--- src/soc_pkg.sv ---
// Constants and types shared by the safety output combiner
//
// Operation
// Two redundant banks; any disagreement faults
// Positions 1 and 2 select operating mode
// Invalid mode selection reports code 21
// Positions 4 and 5 select device count
// Position 6 picks follow or fault aux
// Position 7 picks sourcing or sinking aux
// Outputs on only while selected devices clear
// Outputs drop within 1 ms of stop
// Run: green lit, outputs on, start ignored
// Stop: red lit, outputs and aux off
// Interlock: yellow, lamp on, press-release exits
// Lockout blinks; exit by release or reset
// Red lit except run; outputs off otherwise
// Aux on in run or lockout by mode
// Codes 00 normal, 01 waiting, 88 power-up
// Codes 22 changed, 23 mismatch, 24 hardware
// Code 25 when start fails to toggle
// Code 27 for too many devices present
// Any fault forces lockout, outputs off
// After power-up show 01 or 00 unless fault
package soc_pkg;

	// ------------------------------------------------------------
	// Sizes and switch positions (bit 0 is position 1, 1 = closed)
	// ------------------------------------------------------------
	localparam int SOC_NUM_DEV   = 4;
	localparam int SOC_SW_W      = 7;
	localparam int SOC_POS_MODE1 = 0;
	localparam int SOC_POS_MODE2 = 1;
	localparam int SOC_POS_CNT4  = 3;
	localparam int SOC_POS_CNT5  = 4;
	localparam int SOC_POS_AUXM  = 5;
	localparam int SOC_POS_AUXT  = 6;

	// ------------------------------------------------------------
	// Display codes, two BCD digits
	// ------------------------------------------------------------
	localparam logic [7:0] SOC_CODE_NORMAL  = 8'h00;
	localparam logic [7:0] SOC_CODE_WAIT    = 8'h01;
	localparam logic [7:0] SOC_CODE_PWRUP   = 8'h88;
	localparam logic [7:0] SOC_CODE_MODE    = 8'h21;
	localparam logic [7:0] SOC_CODE_CHANGED = 8'h22;
	localparam logic [7:0] SOC_CODE_MISMAT  = 8'h23;
	localparam logic [7:0] SOC_CODE_SW_HW   = 8'h24;
	localparam logic [7:0] SOC_CODE_START   = 8'h25;
	localparam logic [7:0] SOC_CODE_EXTRA   = 8'h27;

	// ------------------------------------------------------------
	// Register port map and reset values
	// ------------------------------------------------------------
	localparam logic [3:0] SOC_REG_CTRL    = 4'h0;
	localparam logic [3:0] SOC_REG_STATE   = 4'h1;
	localparam logic [3:0] SOC_REG_CODE    = 4'h2;
	localparam logic [3:0] SOC_REG_CFG     = 4'h3;
	localparam logic [7:0] SOC_CTRL_RST    = 8'h00;
	localparam int         SOC_CTRL_STOP_B = 0;

	// ------------------------------------------------------------
	// Timing, derived at the 4 ns clock
	// ------------------------------------------------------------
	localparam int unsigned SOC_CLK_PERIOD_NS = 4;
	localparam int unsigned SOC_NS_PER_MS     = 1000000;
	localparam int unsigned SOC_CYC_PER_MS    =
		SOC_NS_PER_MS / SOC_CLK_PERIOD_NS;
	localparam int unsigned SOC_PWRUP_MS      = 1000;
	localparam int unsigned SOC_BLINK_HALF_MS = 250;
	localparam int unsigned SOC_STUCK_MS      = 5000;

	// ------------------------------------------------------------
	// Types
	// ------------------------------------------------------------
	typedef enum logic [1:0] {
		SOC_MODE_AUTO, SOC_MODE_START_IL, SOC_MODE_INVALID,
		SOC_MODE_RESTART_IL
	} soc_mode_e;

	typedef enum logic [2:0] {
		SOC_ST_PWRUP, SOC_ST_STOP, SOC_ST_INTLK, SOC_ST_RUN,
		SOC_ST_LOCK
	} soc_state_e;

	typedef struct packed {
		soc_mode_e  mode;        // Operating mode
		logic [2:0] dev_cnt;     // Selected devices, 1..4
		logic       aux_follow;  // Aux follows run state
		logic       aux_source;  // Aux uses sourcing driver
	} soc_cfg_s;

endpackage

--- src/soc_cfg_decode.sv ---
// Decoder for the redundant configuration switch banks
`timescale 1ns/100ps
`default_nettype none
module soc_cfg_decode
	import soc_pkg::*;
(
	input  wire logic [SOC_SW_W-1:0] bank_a,
	input  wire logic [SOC_SW_W-1:0] bank_b,
	output soc_cfg_s                 cfg,
	output logic                     mismatch,
	output logic                     hw_fault
);

	// ------------------------------------------------------------
	// Field decode from bank A
	// ------------------------------------------------------------
	always_comb begin
		// Mode from positions 1 and 2
		case ({bank_a[SOC_POS_MODE1], bank_a[SOC_POS_MODE2]})
			2'b11:   cfg.mode = SOC_MODE_AUTO;
			2'b10:   cfg.mode = SOC_MODE_START_IL;
			2'b01:   cfg.mode = SOC_MODE_INVALID;
			default: cfg.mode = SOC_MODE_RESTART_IL;
		endcase
		// Count from positions 4 and 5
		case ({bank_a[SOC_POS_CNT4], bank_a[SOC_POS_CNT5]})
			2'b11:   cfg.dev_cnt = 3'h1;
			2'b10:   cfg.dev_cnt = 3'h2;
			2'b01:   cfg.dev_cnt = 3'h3;
			default: cfg.dev_cnt = 3'h4;
		endcase
		// Aux mode, closed follows
		cfg.aux_follow = bank_a[SOC_POS_AUXM];
		// Aux type, closed sources
		cfg.aux_source = bank_a[SOC_POS_AUXT];
	end

	// ------------------------------------------------------------
	// Redundancy checks
	// ------------------------------------------------------------
	// Any disagreeing position
	assign mismatch = (bank_a != bank_b);
	// Fully inverted bank taken as hardware fault
	assign hw_fault = (bank_a == ~bank_b);

endmodule
`default_nettype wire

--- src/soc_start_mon.sv ---
// Start button watcher: release events and stuck detection
`timescale 1ns/100ps
`default_nettype none
module soc_start_mon
	import soc_pkg::*;
#(
	parameter int unsigned STUCK_CYC = 32'd1
) (
	input  wire logic sys_clk,
	input  wire logic resetn,
	input  wire logic start_pressed,
	output logic      release_q,
	output logic      stuck_q
);

	logic        held_q;  // Button level last cycle
	logic [31:0] cnt_q;   // Cycles held so far

	// ------------------------------------------------------------
	// Press then release gives one pulse
	// ------------------------------------------------------------
	always_ff @(posedge sys_clk or negedge resetn) begin
		if (!resetn) begin
			held_q    <= 1'b0;
			release_q <= 1'b0;
		end else begin
			held_q    <= start_pressed;
			release_q <= held_q & ~start_pressed;
		end
	end

	// ------------------------------------------------------------
	// Held too long means it did not toggle
	// ------------------------------------------------------------
	always_ff @(posedge sys_clk or negedge resetn) begin
		if (!resetn) begin
			cnt_q   <= 32'h00000000;
			stuck_q <= 1'b0;
		end else if (!start_pressed) begin
			cnt_q   <= 32'h00000000;
			stuck_q <= 1'b0;
		end else if (cnt_q >= STUCK_CYC) begin
			// Button stuck in pressed position
			stuck_q <= 1'b1;
		end else begin
			cnt_q <= cnt_q + 32'h00000001;
		end
	end

endmodule
`default_nettype wire

--- src/soc_top.sv ---
// Safety output combiner: state sequencer, outputs and display
//
// Decided for this implementation: the plain strobed port and the register addresses.
`timescale 1ns/100ps
`default_nettype none
module soc_top
	import soc_pkg::*;
#(
	parameter int unsigned POWERUP_CYC    =
		SOC_PWRUP_MS * SOC_CYC_PER_MS,
	parameter int unsigned BLINK_HALF_CYC =
		SOC_BLINK_HALF_MS * SOC_CYC_PER_MS,
	parameter int unsigned STUCK_CYC      =
		SOC_STUCK_MS * SOC_CYC_PER_MS
) (
	input  wire logic                    sys_clk,
	input  wire logic                    resetn,
	input  wire logic [SOC_SW_W-1:0]     config_switch_bank_a,
	input  wire logic [SOC_SW_W-1:0]     config_switch_bank_b,
	input  wire logic [SOC_NUM_DEV-1:0]  dev_out_a,
	input  wire logic [SOC_NUM_DEV-1:0]  dev_out_b,
	input  wire logic                    start_pressed,
	input  wire logic [3:0]              reg_addr,
	input  wire logic [7:0]              reg_wdata,
	input  wire logic                    reg_wr,
	input  wire logic                    reg_rd,
	output logic      [7:0]              reg_rdata,
	output logic                         safety_output_a,
	output logic                         safety_output_b,
	output logic                         led_run,
	output logic                         led_stop,
	output logic                         led_interlock,
	output logic                         start_lamp,
	output logic                         aux_out,
	output logic                         aux_source_en,
	output logic                         aux_sink_en,
	output logic      [7:0]              disp_code
);

	// ------------------------------------------------------------
	// Declarations
	// ------------------------------------------------------------
	soc_cfg_s             cfg;          // Decoded switch fields
	logic                 bank_mis;     // Banks disagree
	logic                 bank_hw;      // Bank hardware fault
	logic                 start_rel;    // Press then release pulse
	logic                 start_stuck;  // Start did not toggle
	soc_state_e           state_q;      // Current state
	soc_state_e           state_d;      // Next state
	logic [31:0]          pwr_cnt_q;    // Power-up display timer
	logic [31:0]          blink_cnt_q;  // Blink half-period timer
	logic                 blink_q;      // Blink phase
	logic [SOC_SW_W-1:0]  snap_q;       // Settings seen at start
	logic                 snap_vld_q;   // Snapshot taken
	logic [7:0]           ctrl_q;       // Control register
	logic [7:0]           lock_code_q;  // Code held in lockout
	logic [SOC_NUM_DEV-1:0] chan_ok;    // Device unselected or both outputs on
	logic [SOC_NUM_DEV-1:0] chan_extra; // Unselected device active
	logic                 all_clear;    // Every selected device on, no soft stop
	logic                 extra_dev;    // Too many devices seen
	logic                 changed;      // Settings changed
	logic                 fault_act;    // Any fault present
	logic [7:0]           fault_code;   // Highest priority code
	logic                 soft_stop;    // Software forced stop

	// ------------------------------------------------------------
	// Switch decoder and start watcher
	// ------------------------------------------------------------
	soc_cfg_decode u_cfg (
		.bank_a   (config_switch_bank_a),
		.bank_b   (config_switch_bank_b),
		.cfg      (cfg),
		.mismatch (bank_mis),
		.hw_fault (bank_hw)
	);

	soc_start_mon #(
		.STUCK_CYC (STUCK_CYC)
	) u_start (
		.sys_clk       (sys_clk),
		.resetn        (resetn),
		.start_pressed (start_pressed),
		.release_q     (start_rel),
		.stuck_q       (start_stuck)
	);

	// ------------------------------------------------------------
	// Per device checks
	// ------------------------------------------------------------
	for (genvar i = 0; i < SOC_NUM_DEV; i++) begin : g_dev
		// Selected device must have both outputs on
		assign chan_ok[i] = (3'(i) >= cfg.dev_cnt) |
			(dev_out_a[i] & dev_out_b[i]);
		// Active output beyond the selected count
		assign chan_extra[i] = (3'(i) >= cfg.dev_cnt) &
			(dev_out_a[i] | dev_out_b[i]);
	end

	assign soft_stop = ctrl_q[SOC_CTRL_STOP_B];
	// Combined clear condition
	assign all_clear = (&chan_ok) & ~soft_stop;
	assign extra_dev = |chan_extra;
	// Settings differ from snapshot
	assign changed   = snap_vld_q &
		(config_switch_bank_a != snap_q);

	// ------------------------------------------------------------
	// Fault priority
	// ------------------------------------------------------------
	always_comb begin
		fault_act  = 1'b1;
		fault_code = SOC_CODE_NORMAL;
		if (bank_hw) begin
			// Switch hardware fault
			fault_code = SOC_CODE_SW_HW;
		end else if (bank_mis) begin
			// Banks not redundant
			fault_code = SOC_CODE_MISMAT;
		end else if (changed) begin
			// Changed while operating
			fault_code = SOC_CODE_CHANGED;
		end else if (cfg.mode == SOC_MODE_INVALID) begin
			// Invalid mode combination
			fault_code = SOC_CODE_MODE;
		end else if (extra_dev) begin
			// More devices than selected
			fault_code = SOC_CODE_EXTRA;
		end else if (start_stuck) begin
			// Start did not toggle
			fault_code = SOC_CODE_START;
		end else begin
			// No fault present
			fault_act = 1'b0;
		end
	end

	// ------------------------------------------------------------
	// Next state
	// ------------------------------------------------------------
	always_comb begin
		state_d = state_q;
		case (state_q)
			SOC_ST_PWRUP: begin
				// Leave after the power-up display time
				if (pwr_cnt_q >= POWERUP_CYC) begin
					if (fault_act) begin
						state_d = SOC_ST_LOCK;
					end else if (cfg.mode == SOC_MODE_AUTO) begin
						state_d = SOC_ST_STOP;
					end else begin
						state_d = SOC_ST_INTLK;
					end
				end
			end
			SOC_ST_RUN: begin
				// Fault forces lockout
				if (fault_act) begin
					state_d = SOC_ST_LOCK;
				// Any device stop leaves run at once
				end else if (!all_clear) begin
					state_d = SOC_ST_STOP;
				end
			end
			SOC_ST_STOP: begin
				// Start ignored while stopped
				if (fault_act) begin
					state_d = SOC_ST_LOCK;
				end else if (all_clear) begin
					if (cfg.mode == SOC_MODE_RESTART_IL) begin
						state_d = SOC_ST_INTLK;
					end else begin
						state_d = SOC_ST_RUN;
					end
				end
			end
			SOC_ST_INTLK: begin
				// Exit to run only on press and release
				if (fault_act) begin
					state_d = SOC_ST_LOCK;
				end else if (start_rel && all_clear) begin
					state_d = SOC_ST_RUN;
				end
			end
			SOC_ST_LOCK: begin
				// Fault gone and start released
				if (!fault_act && start_rel) begin
					state_d = SOC_ST_STOP;
				end
			end
			default: begin
				// Recover to the safe state
				state_d = SOC_ST_LOCK;
			end
		endcase
	end

	// ------------------------------------------------------------
	// State register
	// ------------------------------------------------------------
	always_ff @(posedge sys_clk or negedge resetn) begin
		if (!resetn) begin
			state_q <= SOC_ST_PWRUP;
		end else begin
			state_q <= state_d;
		end
	end

	// ------------------------------------------------------------
	// Power-up display timer
	// ------------------------------------------------------------
	always_ff @(posedge sys_clk or negedge resetn) begin
		if (!resetn) begin
			pwr_cnt_q <= 32'h00000000;
		end else if (state_q == SOC_ST_PWRUP) begin
			// Count only while showing power-up
			pwr_cnt_q <= pwr_cnt_q + 32'h00000001;
		end
	end

	// ------------------------------------------------------------
	// Settings snapshot at end of power-up
	// ------------------------------------------------------------
	always_ff @(posedge sys_clk or negedge resetn) begin
		if (!resetn) begin
			snap_q     <= '0;
			snap_vld_q <= 1'b0;
		end else if (state_q == SOC_ST_PWRUP &&
			state_d != SOC_ST_PWRUP) begin
			// Capture reference settings once
			snap_q     <= config_switch_bank_a;
			snap_vld_q <= 1'b1;
		end
	end

	// ------------------------------------------------------------
	// Blink generator for lockout
	// ------------------------------------------------------------
	always_ff @(posedge sys_clk or negedge resetn) begin
		if (!resetn) begin
			blink_cnt_q <= 32'h00000000;
			blink_q     <= 1'b0;
		end else if (blink_cnt_q >= BLINK_HALF_CYC - 32'd1) begin
			// End of half period, flip phase
			blink_cnt_q <= 32'h00000000;
			blink_q     <= ~blink_q;
		end else begin
			blink_cnt_q <= blink_cnt_q + 32'h00000001;
		end
	end

	// ------------------------------------------------------------
	// Lockout code hold
	// ------------------------------------------------------------
	always_ff @(posedge sys_clk or negedge resetn) begin
		if (!resetn) begin
			lock_code_q <= SOC_CODE_NORMAL;
		end else if (fault_act) begin
			// Keep the latest fault for display
			lock_code_q <= fault_code;
		end
	end

	// ------------------------------------------------------------
	// Safety outputs
	// ------------------------------------------------------------
	always_ff @(posedge sys_clk or negedge resetn) begin
		if (!resetn) begin
			safety_output_a <= 1'b0;
			safety_output_b <= 1'b0;
		end else begin
			// On in run; off elsewhere
			// Dropped next edge after a stop
			safety_output_a <= (state_q == SOC_ST_RUN) &
				all_clear & ~fault_act;
			safety_output_b <= (state_q == SOC_ST_RUN) &
				all_clear & ~fault_act;
		end
	end

	// ------------------------------------------------------------
	// Indicators and start lamp
	// ------------------------------------------------------------
	always_ff @(posedge sys_clk or negedge resetn) begin
		if (!resetn) begin
			led_run       <= 1'b0;
			led_stop      <= 1'b1;
			led_interlock <= 1'b0;
			start_lamp    <= 1'b0;
		end else begin
			// Green only in run
			led_run  <= (state_q == SOC_ST_RUN);
			// Red in every state but run
			led_stop <= (state_q != SOC_ST_RUN);
			case (state_q)
				SOC_ST_INTLK: begin
					// Steady yellow and lamp
					led_interlock <= 1'b1;
					start_lamp    <= 1'b1;
				end
				SOC_ST_LOCK: begin
					// Both blink together
					led_interlock <= blink_q;
					start_lamp    <= blink_q;
				end
				default: begin
					// Dark in other states
					led_interlock <= 1'b0;
					start_lamp    <= 1'b0;
				end
			endcase
		end
	end

	// ------------------------------------------------------------
	// Auxiliary output
	// ------------------------------------------------------------
	always_ff @(posedge sys_clk or negedge resetn) begin
		if (!resetn) begin
			aux_out       <= 1'b0;
			aux_source_en <= 1'b0;
			aux_sink_en   <= 1'b0;
		end else begin
			// Follow: run only; fault: lockout only
			// Off in stop and interlock
			aux_out <= cfg.aux_follow ?
				(state_q == SOC_ST_RUN) :
				(state_q == SOC_ST_LOCK);
			// Steer to the chosen driver
			aux_source_en <= (cfg.aux_follow ?
				(state_q == SOC_ST_RUN) :
				(state_q == SOC_ST_LOCK)) & cfg.aux_source;
			aux_sink_en <= (cfg.aux_follow ?
				(state_q == SOC_ST_RUN) :
				(state_q == SOC_ST_LOCK)) & ~cfg.aux_source;
		end
	end

	// ------------------------------------------------------------
	// Diagnostic display
	// ------------------------------------------------------------
	always_ff @(posedge sys_clk or negedge resetn) begin
		if (!resetn) begin
			disp_code <= SOC_CODE_PWRUP;
		end else begin
			case (state_q)
				SOC_ST_PWRUP: begin
					// Power-up indication
					disp_code <= SOC_CODE_PWRUP;
				end
				SOC_ST_LOCK: begin
					// Live fault, else the one held
					disp_code <= fault_act ? fault_code :
						lock_code_q;
				end
				SOC_ST_INTLK: begin
					// Waiting for start
					disp_code <= fault_act ? fault_code :
						SOC_CODE_WAIT;
				end
				default: begin
					// Normal operation
					disp_code <= fault_act ? fault_code :
						SOC_CODE_NORMAL;
				end
			endcase
		end
	end

	// ------------------------------------------------------------
	// Register port: control write
	// ------------------------------------------------------------
	always_ff @(posedge sys_clk or negedge resetn) begin
		if (!resetn) begin
			ctrl_q <= SOC_CTRL_RST;
		end else if (reg_wr && reg_addr == SOC_REG_CTRL) begin
			// Only the stop bit is kept
			ctrl_q <= {7'h00, reg_wdata[SOC_CTRL_STOP_B]};
		end
	end

	// ------------------------------------------------------------
	// Register port: read data, one cycle after the strobe
	// ------------------------------------------------------------
	always_ff @(posedge sys_clk or negedge resetn) begin
		if (!resetn) begin
			reg_rdata <= 8'h00;
		end else if (reg_rd) begin
			case (reg_addr)
				SOC_REG_CTRL:  reg_rdata <= ctrl_q;
				SOC_REG_STATE: reg_rdata <= {fault_act,
					safety_output_a, 3'h0, state_q};
				SOC_REG_CODE:  reg_rdata <= disp_code;
				SOC_REG_CFG:   reg_rdata <= {1'b0,
					config_switch_bank_a};
				default:       reg_rdata <= 8'h00;
			endcase
		end else begin
			// Data stands one cycle only
			reg_rdata <= 8'h00;
		end
	end

endmodule
`default_nettype wire

--- config.mk ---
export PLATFORM = sky130hd
export DESIGN_NAME = soc_top
export DESIGN_NICKNAME = d
export VERILOG_FILES = /design/src/soc_pkg.sv /design/src/soc_cfg_decode.sv /design/src/soc_start_mon.sv /design/src/soc_top.sv
export SDC_FILE = /design/constraint.sdc
export NUM_CORES = 1
export LEC_CHECK = 0
export ABC_AREA = 0
export BUFFER_PORTS_ARGS = -buffer_cell sky130_fd_sc_hd__buf_2
export CAP_MARGIN = 20
export CORE_ASPECT_RATIO = 1.4
export CORE_UTILIZATION = 28
export CTS_BUF_LIST = sky130_fd_sc_hd__clkbuf_2 sky130_fd_sc_hd__clkbuf_4 sky130_fd_sc_hd__clkbuf_8
export DETAILED_ROUTE_END_ITERATION = 8
export SLEW_MARGIN = 20
export SYNTH_ARGS = -nofsm -noshare
export SYNTH_HDL_FRONTEND = slang
export SYNTH_SLANG_ARGS = --single-unit
--- constraint.sdc ---
create_clock -name sys_clk -period 4.9 [get_ports sys_clk]
set_input_delay 0.49 -clock sys_clk [delete_from_list [all_inputs] [get_ports sys_clk]]
set_output_delay 0.49 -clock sys_clk [all_outputs]
set_load 0.05 [all_outputs]
==> summary.md, run 1 <==
| Metric | Value |
|---|---|
| Outcome | complete, no violations |
| Chip height | around 190 µm |
| Setup TNS after final layout | 0 ns |
| Cell seen most often among critical-path stages | sky130_fd_sc_hd__a21oi_1 |
| Buffer count from post-CTS setup fixing | 0 |
| Number of unique standard cell types used by synthesis | 61 |
| Minimum clock period after layout | 2.72 ns |
| Flip-flop and latch count after synthesis | about 140 |
| Worst Clk Skew | 0.0102 ns |
| Core outline area | 24100 µm² |
| Avg Vias per Cell | 4.68 |
| Number of detailed-routing iterations run before antenna repair | 4 |
| Clock sink total | 143 |
| CTS clock-pin slew for the worst setup and hold paths | 0.08 ns |
| Met2 track utilization from global routing | 20.2% |
| Latest clock arrival within the worst-skew pair | 0.44 ns |
| GRT overflow | 0 |
| RSZ-0062 raised after global routing | no |
| Total wire length | 13600 µm |
| Mean area per synthesized cell | 10.3 µm² |
| Flip-flop cell with the highest count after synthesis | sky130_fd_sc_hd__dfrtp_1 |
| Htree depth | 4 |
| Portion of total power attributed to sequential cells | 52.0% |
| Met3 Usage GRT | 1.65% |
| Transition at the pin with the smallest max-transition slack | 1.04 ns |
| Internal power consumption | 0.00175 W |
| Placed Cells | 1023 |
| EDFF count, synth | 0 |
| Number of cells produced by synthesis | roughly 670 |
| Final core utilization | roughly 33% |
| Nets@finish | 780 |
| Setup violation total in the final timing report | 0 |
| Power density cells | 298 nW/µm² |
| Initial antenna violation count | 0 |
| Fillcell total | 2411 |
| Worst-case vdd ir drop | 0.199 mV |
| Sequential cell area fraction in the yosys report | 51.8% |
| Setup CP Type | flop to flop |
| Switching share of total power | 25.6% |
| Proportion of layout cells with a drive suffix above 1 | 16.0% |
| Global placer's final weighted congestion | 0.745 |
| All-layer global routing usage | 11.5% |
| Combinational share of power | 7.6% |
| Vias in the first global route | between 4000 and 5000 |
| WP data required | 5.25 ns |
| Combined buffer and inverter count along the critical path | 0 |
| Top delay family on crit path | simple AND/OR/NAND/NOR gates |
| Slowest CP cell | sky130_fd_sc_hd__nand3_1 |
| Buffers from clock root to sink, at most | 2 |
| Share of the clock period used by the worst path | 55.5% |
| Sw power | ~0.00060 W |
| Cts-stage hold buffer count | 0 |
| Global-route wire length before repair | 23600 µm |
| Met1 demand-to-capacity share in global routing | 14.0% |
| Layer with the highest usage | met2 |
| Clk root buf | sky130_fd_sc_hd__clkbuf_8 |
| Maximum capacitance violations | 0 |
| List of cells traversed by the critical path | a21oi_1 > o21ai_0 > a21oi_1 > nand3_1 > or3_1 > a21boi_0 |
| Die area | 25300 µm² |
| Rows | 67 |
| Post-CTS resize count | 0 |
| Kind of end point of the critical path | flop |
| Final count of hold timing violations | 0 |
| Die extent in x | 135 µm |
| Critical path fanouts, max | 20 |
| Number of buffers inserted by port buffering | 56 |
| Path type of the worst min-delay path | primary input to async pin |
| Initial DRC Count | 221 |
| Number of warnings printed during yosys synthesis | 0 |
| Detailed-route via count | 4937 |
| Leak Pwr | 3.39 nW |
| Post-synth ARST share | 100% |
| Synthesis-to-layout area growth | 14.4% |
| Detailed-placement wirelength estimate | ~9400 µm |
| Footprint of the multi-input gates | 3160 µm² |
| Commonest non-fill, non-tap cells in the layout | sky130_fd_sc_hd__dfrtp_1, sky130_fd_sc_hd__nor2_1, sky130_fd_sc_hd__buf_2 |
| Diode insertion count for antenna repair | 0 |
| Slew margin rel. | 30.0% |
| Antenna-violating nets left | 0 |
| Initial standard-cell utilization of the core | between 20% and 30% |
| Crit path arrival time | 3.08 ns |
| Inserted Clock Buffers | 17 |
| Largest net degree at the start of global routing | 103 |
| Top-level I/O count | 64 |
| Summed instance area of the synthesized netlist | a little under 7000 µm² |
| Number of pins with negative max-slew slack in the final report | 0 |
| Routed length per placed instance | 12.9 µm |
| Area taken by flip-flops and latches | between 3000 and 4000 µm² |
| CP Launch Type | flop |
| Maximum operating frequency | 367 MHz |
| CTS tree | yes |
| Part of the total power dissipated in the clock network | 40.3% |
| Most common cell after layout, fill and taps aside | sky130_fd_sc_hd__dfrtp_1 |
| Post-route DRC violation count | 0 |
| Post-route non-filler standard cell count | 1055 |
| Largest stage delay on the critical path | 0.69 ns |
| Total power of the final layout | roughly 0.0024 W |
[cell type report]
class / instances / area share [%]
Timing Repair Buffer: 58 / 3.82
Clock buffer: 20 / 3.40
Multi-Input combinational cell: 495 / 40.0
Sequential cell: 143 / 45.3
Tap cell: 310 / 4.91
Clock inverter: 12 / 1.71
Inverter: 17 / 0.808
[logic make-up (layout without fill, tap and decap cells)]
family | Yosys count | count (layout) | share of synthesized area (%)
other | 1 | 6 | 0.0543
muxes | 21 | 21 | 3.44
AOI/OAI and AO/OA | 88 | 88 | 8.66
DFF | 143 | 143 | 51.8
xor gates and xnor gates | 78 | 78 | 9.89
adders and majority gates | 9 | 9 | 1.63
and+or+nand+nor | 293 | 293 | 21.8
buffers and inverters | 39 | 107 | 2.66
[metal layers]
layer / vias up / share of wire [%]
met2: 62 / 52
met3: 12 / 2.1
met5: - / 0
met1: 2410 / 45
li1: 2453 / -
met4: 0 / 1.4
[cell usage after synthesis (2+ instances only)]
cell,instances,share of area [%]
sky130_fd_sc_hd__o21ai_0,22,1.6
sky130_fd_sc_hd__or4_1,3,0.33
sky130_fd_sc_hd__xnor2_1,46,5.8
sky130_fd_sc_hd__dfrtp_1,140,51
sky130_fd_sc_hd__buf_6,3,0.49
sky130_fd_sc_hd__inv_1,17,0.92
sky130_fd_sc_hd__a21oi_1,12,0.87
sky130_fd_sc_hd__a22oi_1,3,0.33
sky130_fd_sc_hd__o211ai_1,2,0.22
sky130_fd_sc_hd__nand2b_1,11,1.0
sky130_fd_sc_hd__nand3_1,42,3.0
sky130_fd_sc_hd__a22o_1,2,0.25
sky130_fd_sc_hd__clkbuf_1,13,0.71
sky130_fd_sc_hd__mux2i_1,8,1.2
sky130_fd_sc_hd__nand2_1,53,2.9
sky130_fd_sc_hd__a31oi_1,7,0.63
sky130_fd_sc_hd__mux2_2,12,2.0
sky130_fd_sc_hd__a21o_1,2,0.22
sky130_fd_sc_hd__o21a_1,3,0.33
sky130_fd_sc_hd__and2_1,15,1.4
sky130_fd_sc_hd__dfstp_2,3,1.1
sky130_fd_sc_hd__or4_4,2,0.33
sky130_fd_sc_hd__buf_2,2,0.14
sky130_fd_sc_hd__o311ai_0,2,0.25
sky130_fd_sc_hd__o31ai_1,2,0.22
sky130_fd_sc_hd__nor2b_1,6,0.54
sky130_fd_sc_hd__nand4_1,22,2.0
sky130_fd_sc_hd__ha_1,9,1.6
sky130_fd_sc_hd__nor2_1,69,3.7
sky130_fd_sc_hd__nor4_1,9,0.81
sky130_fd_sc_hd__and3_1,15,1.4
sky130_fd_sc_hd__a211oi_1,2,0.22
sky130_fd_sc_hd__nor3_1,13,0.94
sky130_fd_sc_hd__xor2_1,32,4.1
sky130_fd_sc_hd__and4_1,5,0.63
sky130_fd_sc_hd__buf_4,3,0.33
sky130_fd_sc_hd__a21boi_0,17,1.8
sky130_fd_sc_hd__or2_2,4,0.36
sky130_fd_sc_hd__or3_1,15,1.4
sky130_fd_sc_hd__nand3b_1,3,0.33
[final timing paths]
kind | from | to | slack [ns] | cells past startpoint
hold reg to reg | pwr_cnt_q[5] | pwr_cnt_q[5] | 0.46 | 1
max in group asynchronous | resetn | disp_code[3] | 3.59 | 2
setup / recovery | u_start.cnt_q[25] | u_start.cnt_q[17] | 2.18 | 6
min in group sys_clk | reg_wdata[0] | ctrl_q[0] | 0.30 | 2
setup reg to reg | u_start.cnt_q[25] | u_start.cnt_q[17] | 2.18 | 6
hold / removal | resetn | u_start.cnt_q[5] | 0.12 | 1
[through the flow]
stage	instance area [µm²]	hold WS, ns	worst slack [ns]
floorplan	6930	0.194	2.63
global placement	7500	0.439	2.02
detailed placement	7500	0.442	2.01
CTS	7900	0.197	2.18
global route	7900	0.220	1.83
finish	7900	0.124	2.18
[power groups by stage]
stage / logic, W / registers [W] / clock network, W
after floorplan: 0.0000915 / 0.00127 / 0
after global placement: 0.000182 / 0.00125 / 0
after detailed placement: 0.000183 / 0.00125 / 0
after CTS: 0.000184 / 0.00122 / 0.000980
after global routing: 0.000201 / 0.00123 / 0.00103
final: 0.000180 / 0.00122 / 0.000949
[state kept, by name, indices dropped and copies added, names as in the netlist]
name               cells
state_q                3
u_start.stuck_q        1
safety_output_b        1
u_start.held_q         1
lock_code_q            8
snap_vld_q             1
disp_code              8
aux_out                1
aux_source_en          1
blink_cnt_q           32
led_run                1
aux_sink_en            1
led_stop               1
u_start.cnt_q         32
ctrl_q                 1
start_lamp             1
u_start.release_q      1
pwr_cnt_q             32
reg_rdata              8
snap_q                 7
blink_q                1
(Power assumes the default switching activity.)
==> run 2: changes to the inputs <==
==> constraint.sdc (replaced) <==
create_clock -name sys_clk -period 2.77 [get_ports sys_clk]
set_input_delay 0.277 -clock sys_clk [delete_from_list [all_inputs] [get_ports sys_clk]]
set_output_delay 0.277 -clock sys_clk [all_outputs]
set_load 0.05 [all_outputs]
==> run 2 against run 1 <==
Net effect: non-clock buffer count grew 10; die area is the same; clock skew grew 0.0019 ns; combinational power grew 82%; wire length grew 3.8%; count of clock-buffer cells in the layout is the same; first-iteration DRC count grew 19%; critical endpoint is now u_start.cnt_q[18].
==> summary.md, run 2 (synthesis results as in run 1) <==
| Metric | Value |
|---|---|
| Largest stage delay on the critical path | 0.51 ns (was 0.69 ns) |
| Clk root buf | sky130_fd_sc_hd__clkbuf_8 (unchanged) |
| Slowest CP cell | sky130_fd_sc_hd__a21oi_1 (was sky130_fd_sc_hd__nand3_1) |
| CP Launch Type | flop (unchanged) |
| Core outline area | 24100 µm² (unchanged) |
| Post-route DRC violation count | 0 (unchanged) |
| Transition at the pin with the smallest max-transition slack | 0.696 ns (was 1.04 ns) |
| Largest net degree at the start of global routing | 74 (was 103) |
| Total wire length | 14100 µm (was 13600 µm) |
| Launch instance of the worst min-delay path | reg_wdata[0] |
| Final count of hold timing violations | 0 (unchanged) |
| Detailed-route via count | 4971 (was 4937) |
| Rows | 67 (unchanged) |
| Slew margin rel. | 53.6% (was 30.0%) |
| Kind of end point of the critical path | flop (unchanged) |
| Detailed-placement wirelength estimate | 10000 µm (was 9440 µm) |
| Avg Vias per Cell | 4.67 (was 4.68) |
| Most common cell after layout, fill and taps aside | sky130_fd_sc_hd__dfrtp_1 (unchanged) |
| R2R Path End | u_start.cnt_q[18] (was u_start.cnt_q[17]) |
| CTS tree | yes (unchanged) |
| Die extent in x | 135 µm (unchanged) |
| Initial antenna violation count | 0 (unchanged) |
| Top-level I/O count | 64 (unchanged) |
| GRT overflow | 0 (unchanged) |
| Path depth of the worst reg2reg path | 6 (unchanged) |
| Synthesis-to-layout area growth | 15.2% (was 14.4%) |
| Top delay family on crit path | simple AND/OR/NAND/NOR gates (unchanged) |
| Setup TNS after final layout | 0 ns (unchanged) |
| Clock sink total | 143 (unchanged) |
| Hold path cells | 2 |
| Leak Pwr | 3.44 nW (was 3.39 nW) |
| Number of detailed-routing iterations run before antenna repair | 4 (unchanged) |
| Antenna-violating nets left | 0 (unchanged) |
| Setup violation total in the final timing report | 0 (unchanged) |
| Commonest non-fill, non-tap cells in the layout | sky130_fd_sc_hd__dfrtp_1, sky130_fd_sc_hd__nor2_1, sky130_fd_sc_hd__buf_2 (unchanged) |
| Min-Delay Endpoint | ctrl_q[0] |
| Latest clock arrival within the worst-skew pair | 0.44 ns (about the same) |
| Number of pins with negative max-slew slack in the final report | 0 (unchanged) |
| CTS clock-pin slew for the worst setup and hold paths | 0.08 ns (about the same) |
| Registers with the most flip-flops | blink_cnt_q (32), pwr_cnt_q (32), u_start.cnt_q (32) (unchanged) |
| Inserted Clock Buffers | 17 (unchanged) |
| Initial standard-cell utilization of the core | 28.7% (unchanged) |
| Chip height | 188 µm (unchanged) |
| All-layer global routing usage | 12.1% (was 11.5%) |
| Vias in the first global route | 5173 (was 4841) |
| RSZ-0062 raised after global routing | no (unchanged) |
| Number of buffers inserted by port buffering | 56 (unchanged) |
| Buffers from clock root to sink, at most | 2 (unchanged) |
| Fillcell total | 2419 (was 2411) |
| Critical path fanouts, max | 8 (was 20) |
| Setup CP Type | flop to flop (unchanged) |
| Die area | 25300 µm² (unchanged) |
| Minimum clock period after layout | 2.29 ns (was 2.72 ns) |
| Global-route wire length before repair | 24900 µm (was 23600 µm) |
| Total power of the final layout | 0.00408 W (was 0.00235 W) |
| Startpoint of the worst register-to-register path | u_start.cnt_q[28] (was u_start.cnt_q[25]) |
| Proportion of layout cells with a drive suffix above 1 | 17.0% (was 16.0%) |
| Routed length per placed instance | 13.3 µm (was 12.9 µm) |
| Outcome | complete, no violations (unchanged) |
| WP data required | 3.11 ns (was 5.25 ns) |
| Buffer count from post-CTS setup fixing | 0 (unchanged) |
| Path type of the worst min-delay path | primary input to flop (was primary input to async pin) |
| R2R setup slack | 0.48 ns (was 2.18 ns) |
| Power density cells | 512 nW/µm² (was 298 nW/µm²) |
| Crit path arrival time | 2.64 ns (was 3.08 ns) |
| Maximum capacitance violations | 0 (unchanged) |
| Worst Clk Skew | 0.0121 ns (was 0.0102 ns) |
| Nets@finish | 790 (was 780) |
| Share of the clock period used by the worst path | 82.7% (was 55.5%) |
| Initial DRC Count | 264 (was 221) |
| Worst-case vdd ir drop | 0.368 mV (was 0.199 mV) |
| Htree depth | 4 (unchanged) |
| Smallest hold slack | 0.0757 ns (was 0.124 ns) |
| Diode insertion count for antenna repair | 0 (unchanged) |
| List of cells traversed by the critical path | nor2_1 > o21ai_0 > a21oi_1 > nand3_1 > or3_1 > a21boi_0 (was a21oi_1 > o21ai_0 > a21oi_1 > nand3_1 > or3_1 > a21boi_0) |
| Combined buffer and inverter count along the critical path | 0 (unchanged) |
| Total stage count of the critical path | 6 (unchanged) |
| Maximum operating frequency | 436 MHz (was 367 MHz) |
| Global placer's final weighted congestion | 0.753 (was 0.745) |
## run 2: how the worst max path moves through the flow
stage                                        from                 to  slack (ns)
after floorplan                   blink_cnt_q[14]    blink_cnt_q[14]        0.71
after global placement    config_switch_bank_a[3]       disp_code[6]        0.23
after detailed placement  config_switch_bank_a[3]       disp_code[7]        0.15
after CTS                       u_start.cnt_q[28]  u_start.cnt_q[18]        0.45
after global routing            u_start.cnt_q[28]  u_start.cnt_q[18]        0.27
final                           u_start.cnt_q[28]  u_start.cnt_q[18]        0.48
## run 2: metal layers
metal / wire length, µm / GRT usage [%] / vias to the layer above
met5: 0 / 0 / -
met4: 253 / 5.19 / 0
met3: 262 / 1.60 / 17
met2: 7460 / 21.6 / 56
met1: 6170 / 14.5 / 2435
li1: - / - / 2463
## run 2: cell type report
class | count | area (µm²) | share of cell area (%)
flip-flops and latches | 143 | 3580 | 45.0
well taps | 310 | 388 | 4.87
clock buffers | 20 | 263 | 3.30
clock inverters | 12 | 110 | 1.38
multi-input cells | 495 | 3160 | 39.7
repair buffers | 68 | 392 | 4.92
inverters | 17 | 63.8 | 0.802
## run 2: what timing repair did
item | 4_1_cts | 5_1_grt
hold buffers | 1 | 0
gates resized for setup | 0 | 0
endpoints found under the hold margin | 45 | 0
setup endpoints to repair | 0 | 0
## run 2: metrics by stage
stage | instance area [µm²] | utilization (%) | setup slack, ns | std cells
floorplan | 6930 | - | 0.714 | 677
global placement | 7580 | 31.5 | 0.234 | 1032
detailed placement | 7580 | 31.5 | 0.153 | 1032
CTS | 7960 | 33.1 | 0.451 | 1065
global route | 7960 | 33.1 | 0.265 | 1065
finish | 7960 | 33.1 | 0.479 | 1065
## run 2: power breakdown
group / total (W) / internal, W / switching, W / leakage (nW)
Combinational: 0.000327 / 0.000105 / 0.000222 / 1.33
Sequential: 0.00216 / 0.00213 / 0.0000327 / 1.92
Clock: 0.00158 / 0.000761 / 0.000823 / 0.188
Total: 0.00408 / 0.00300 / 0.00108 / 3.44
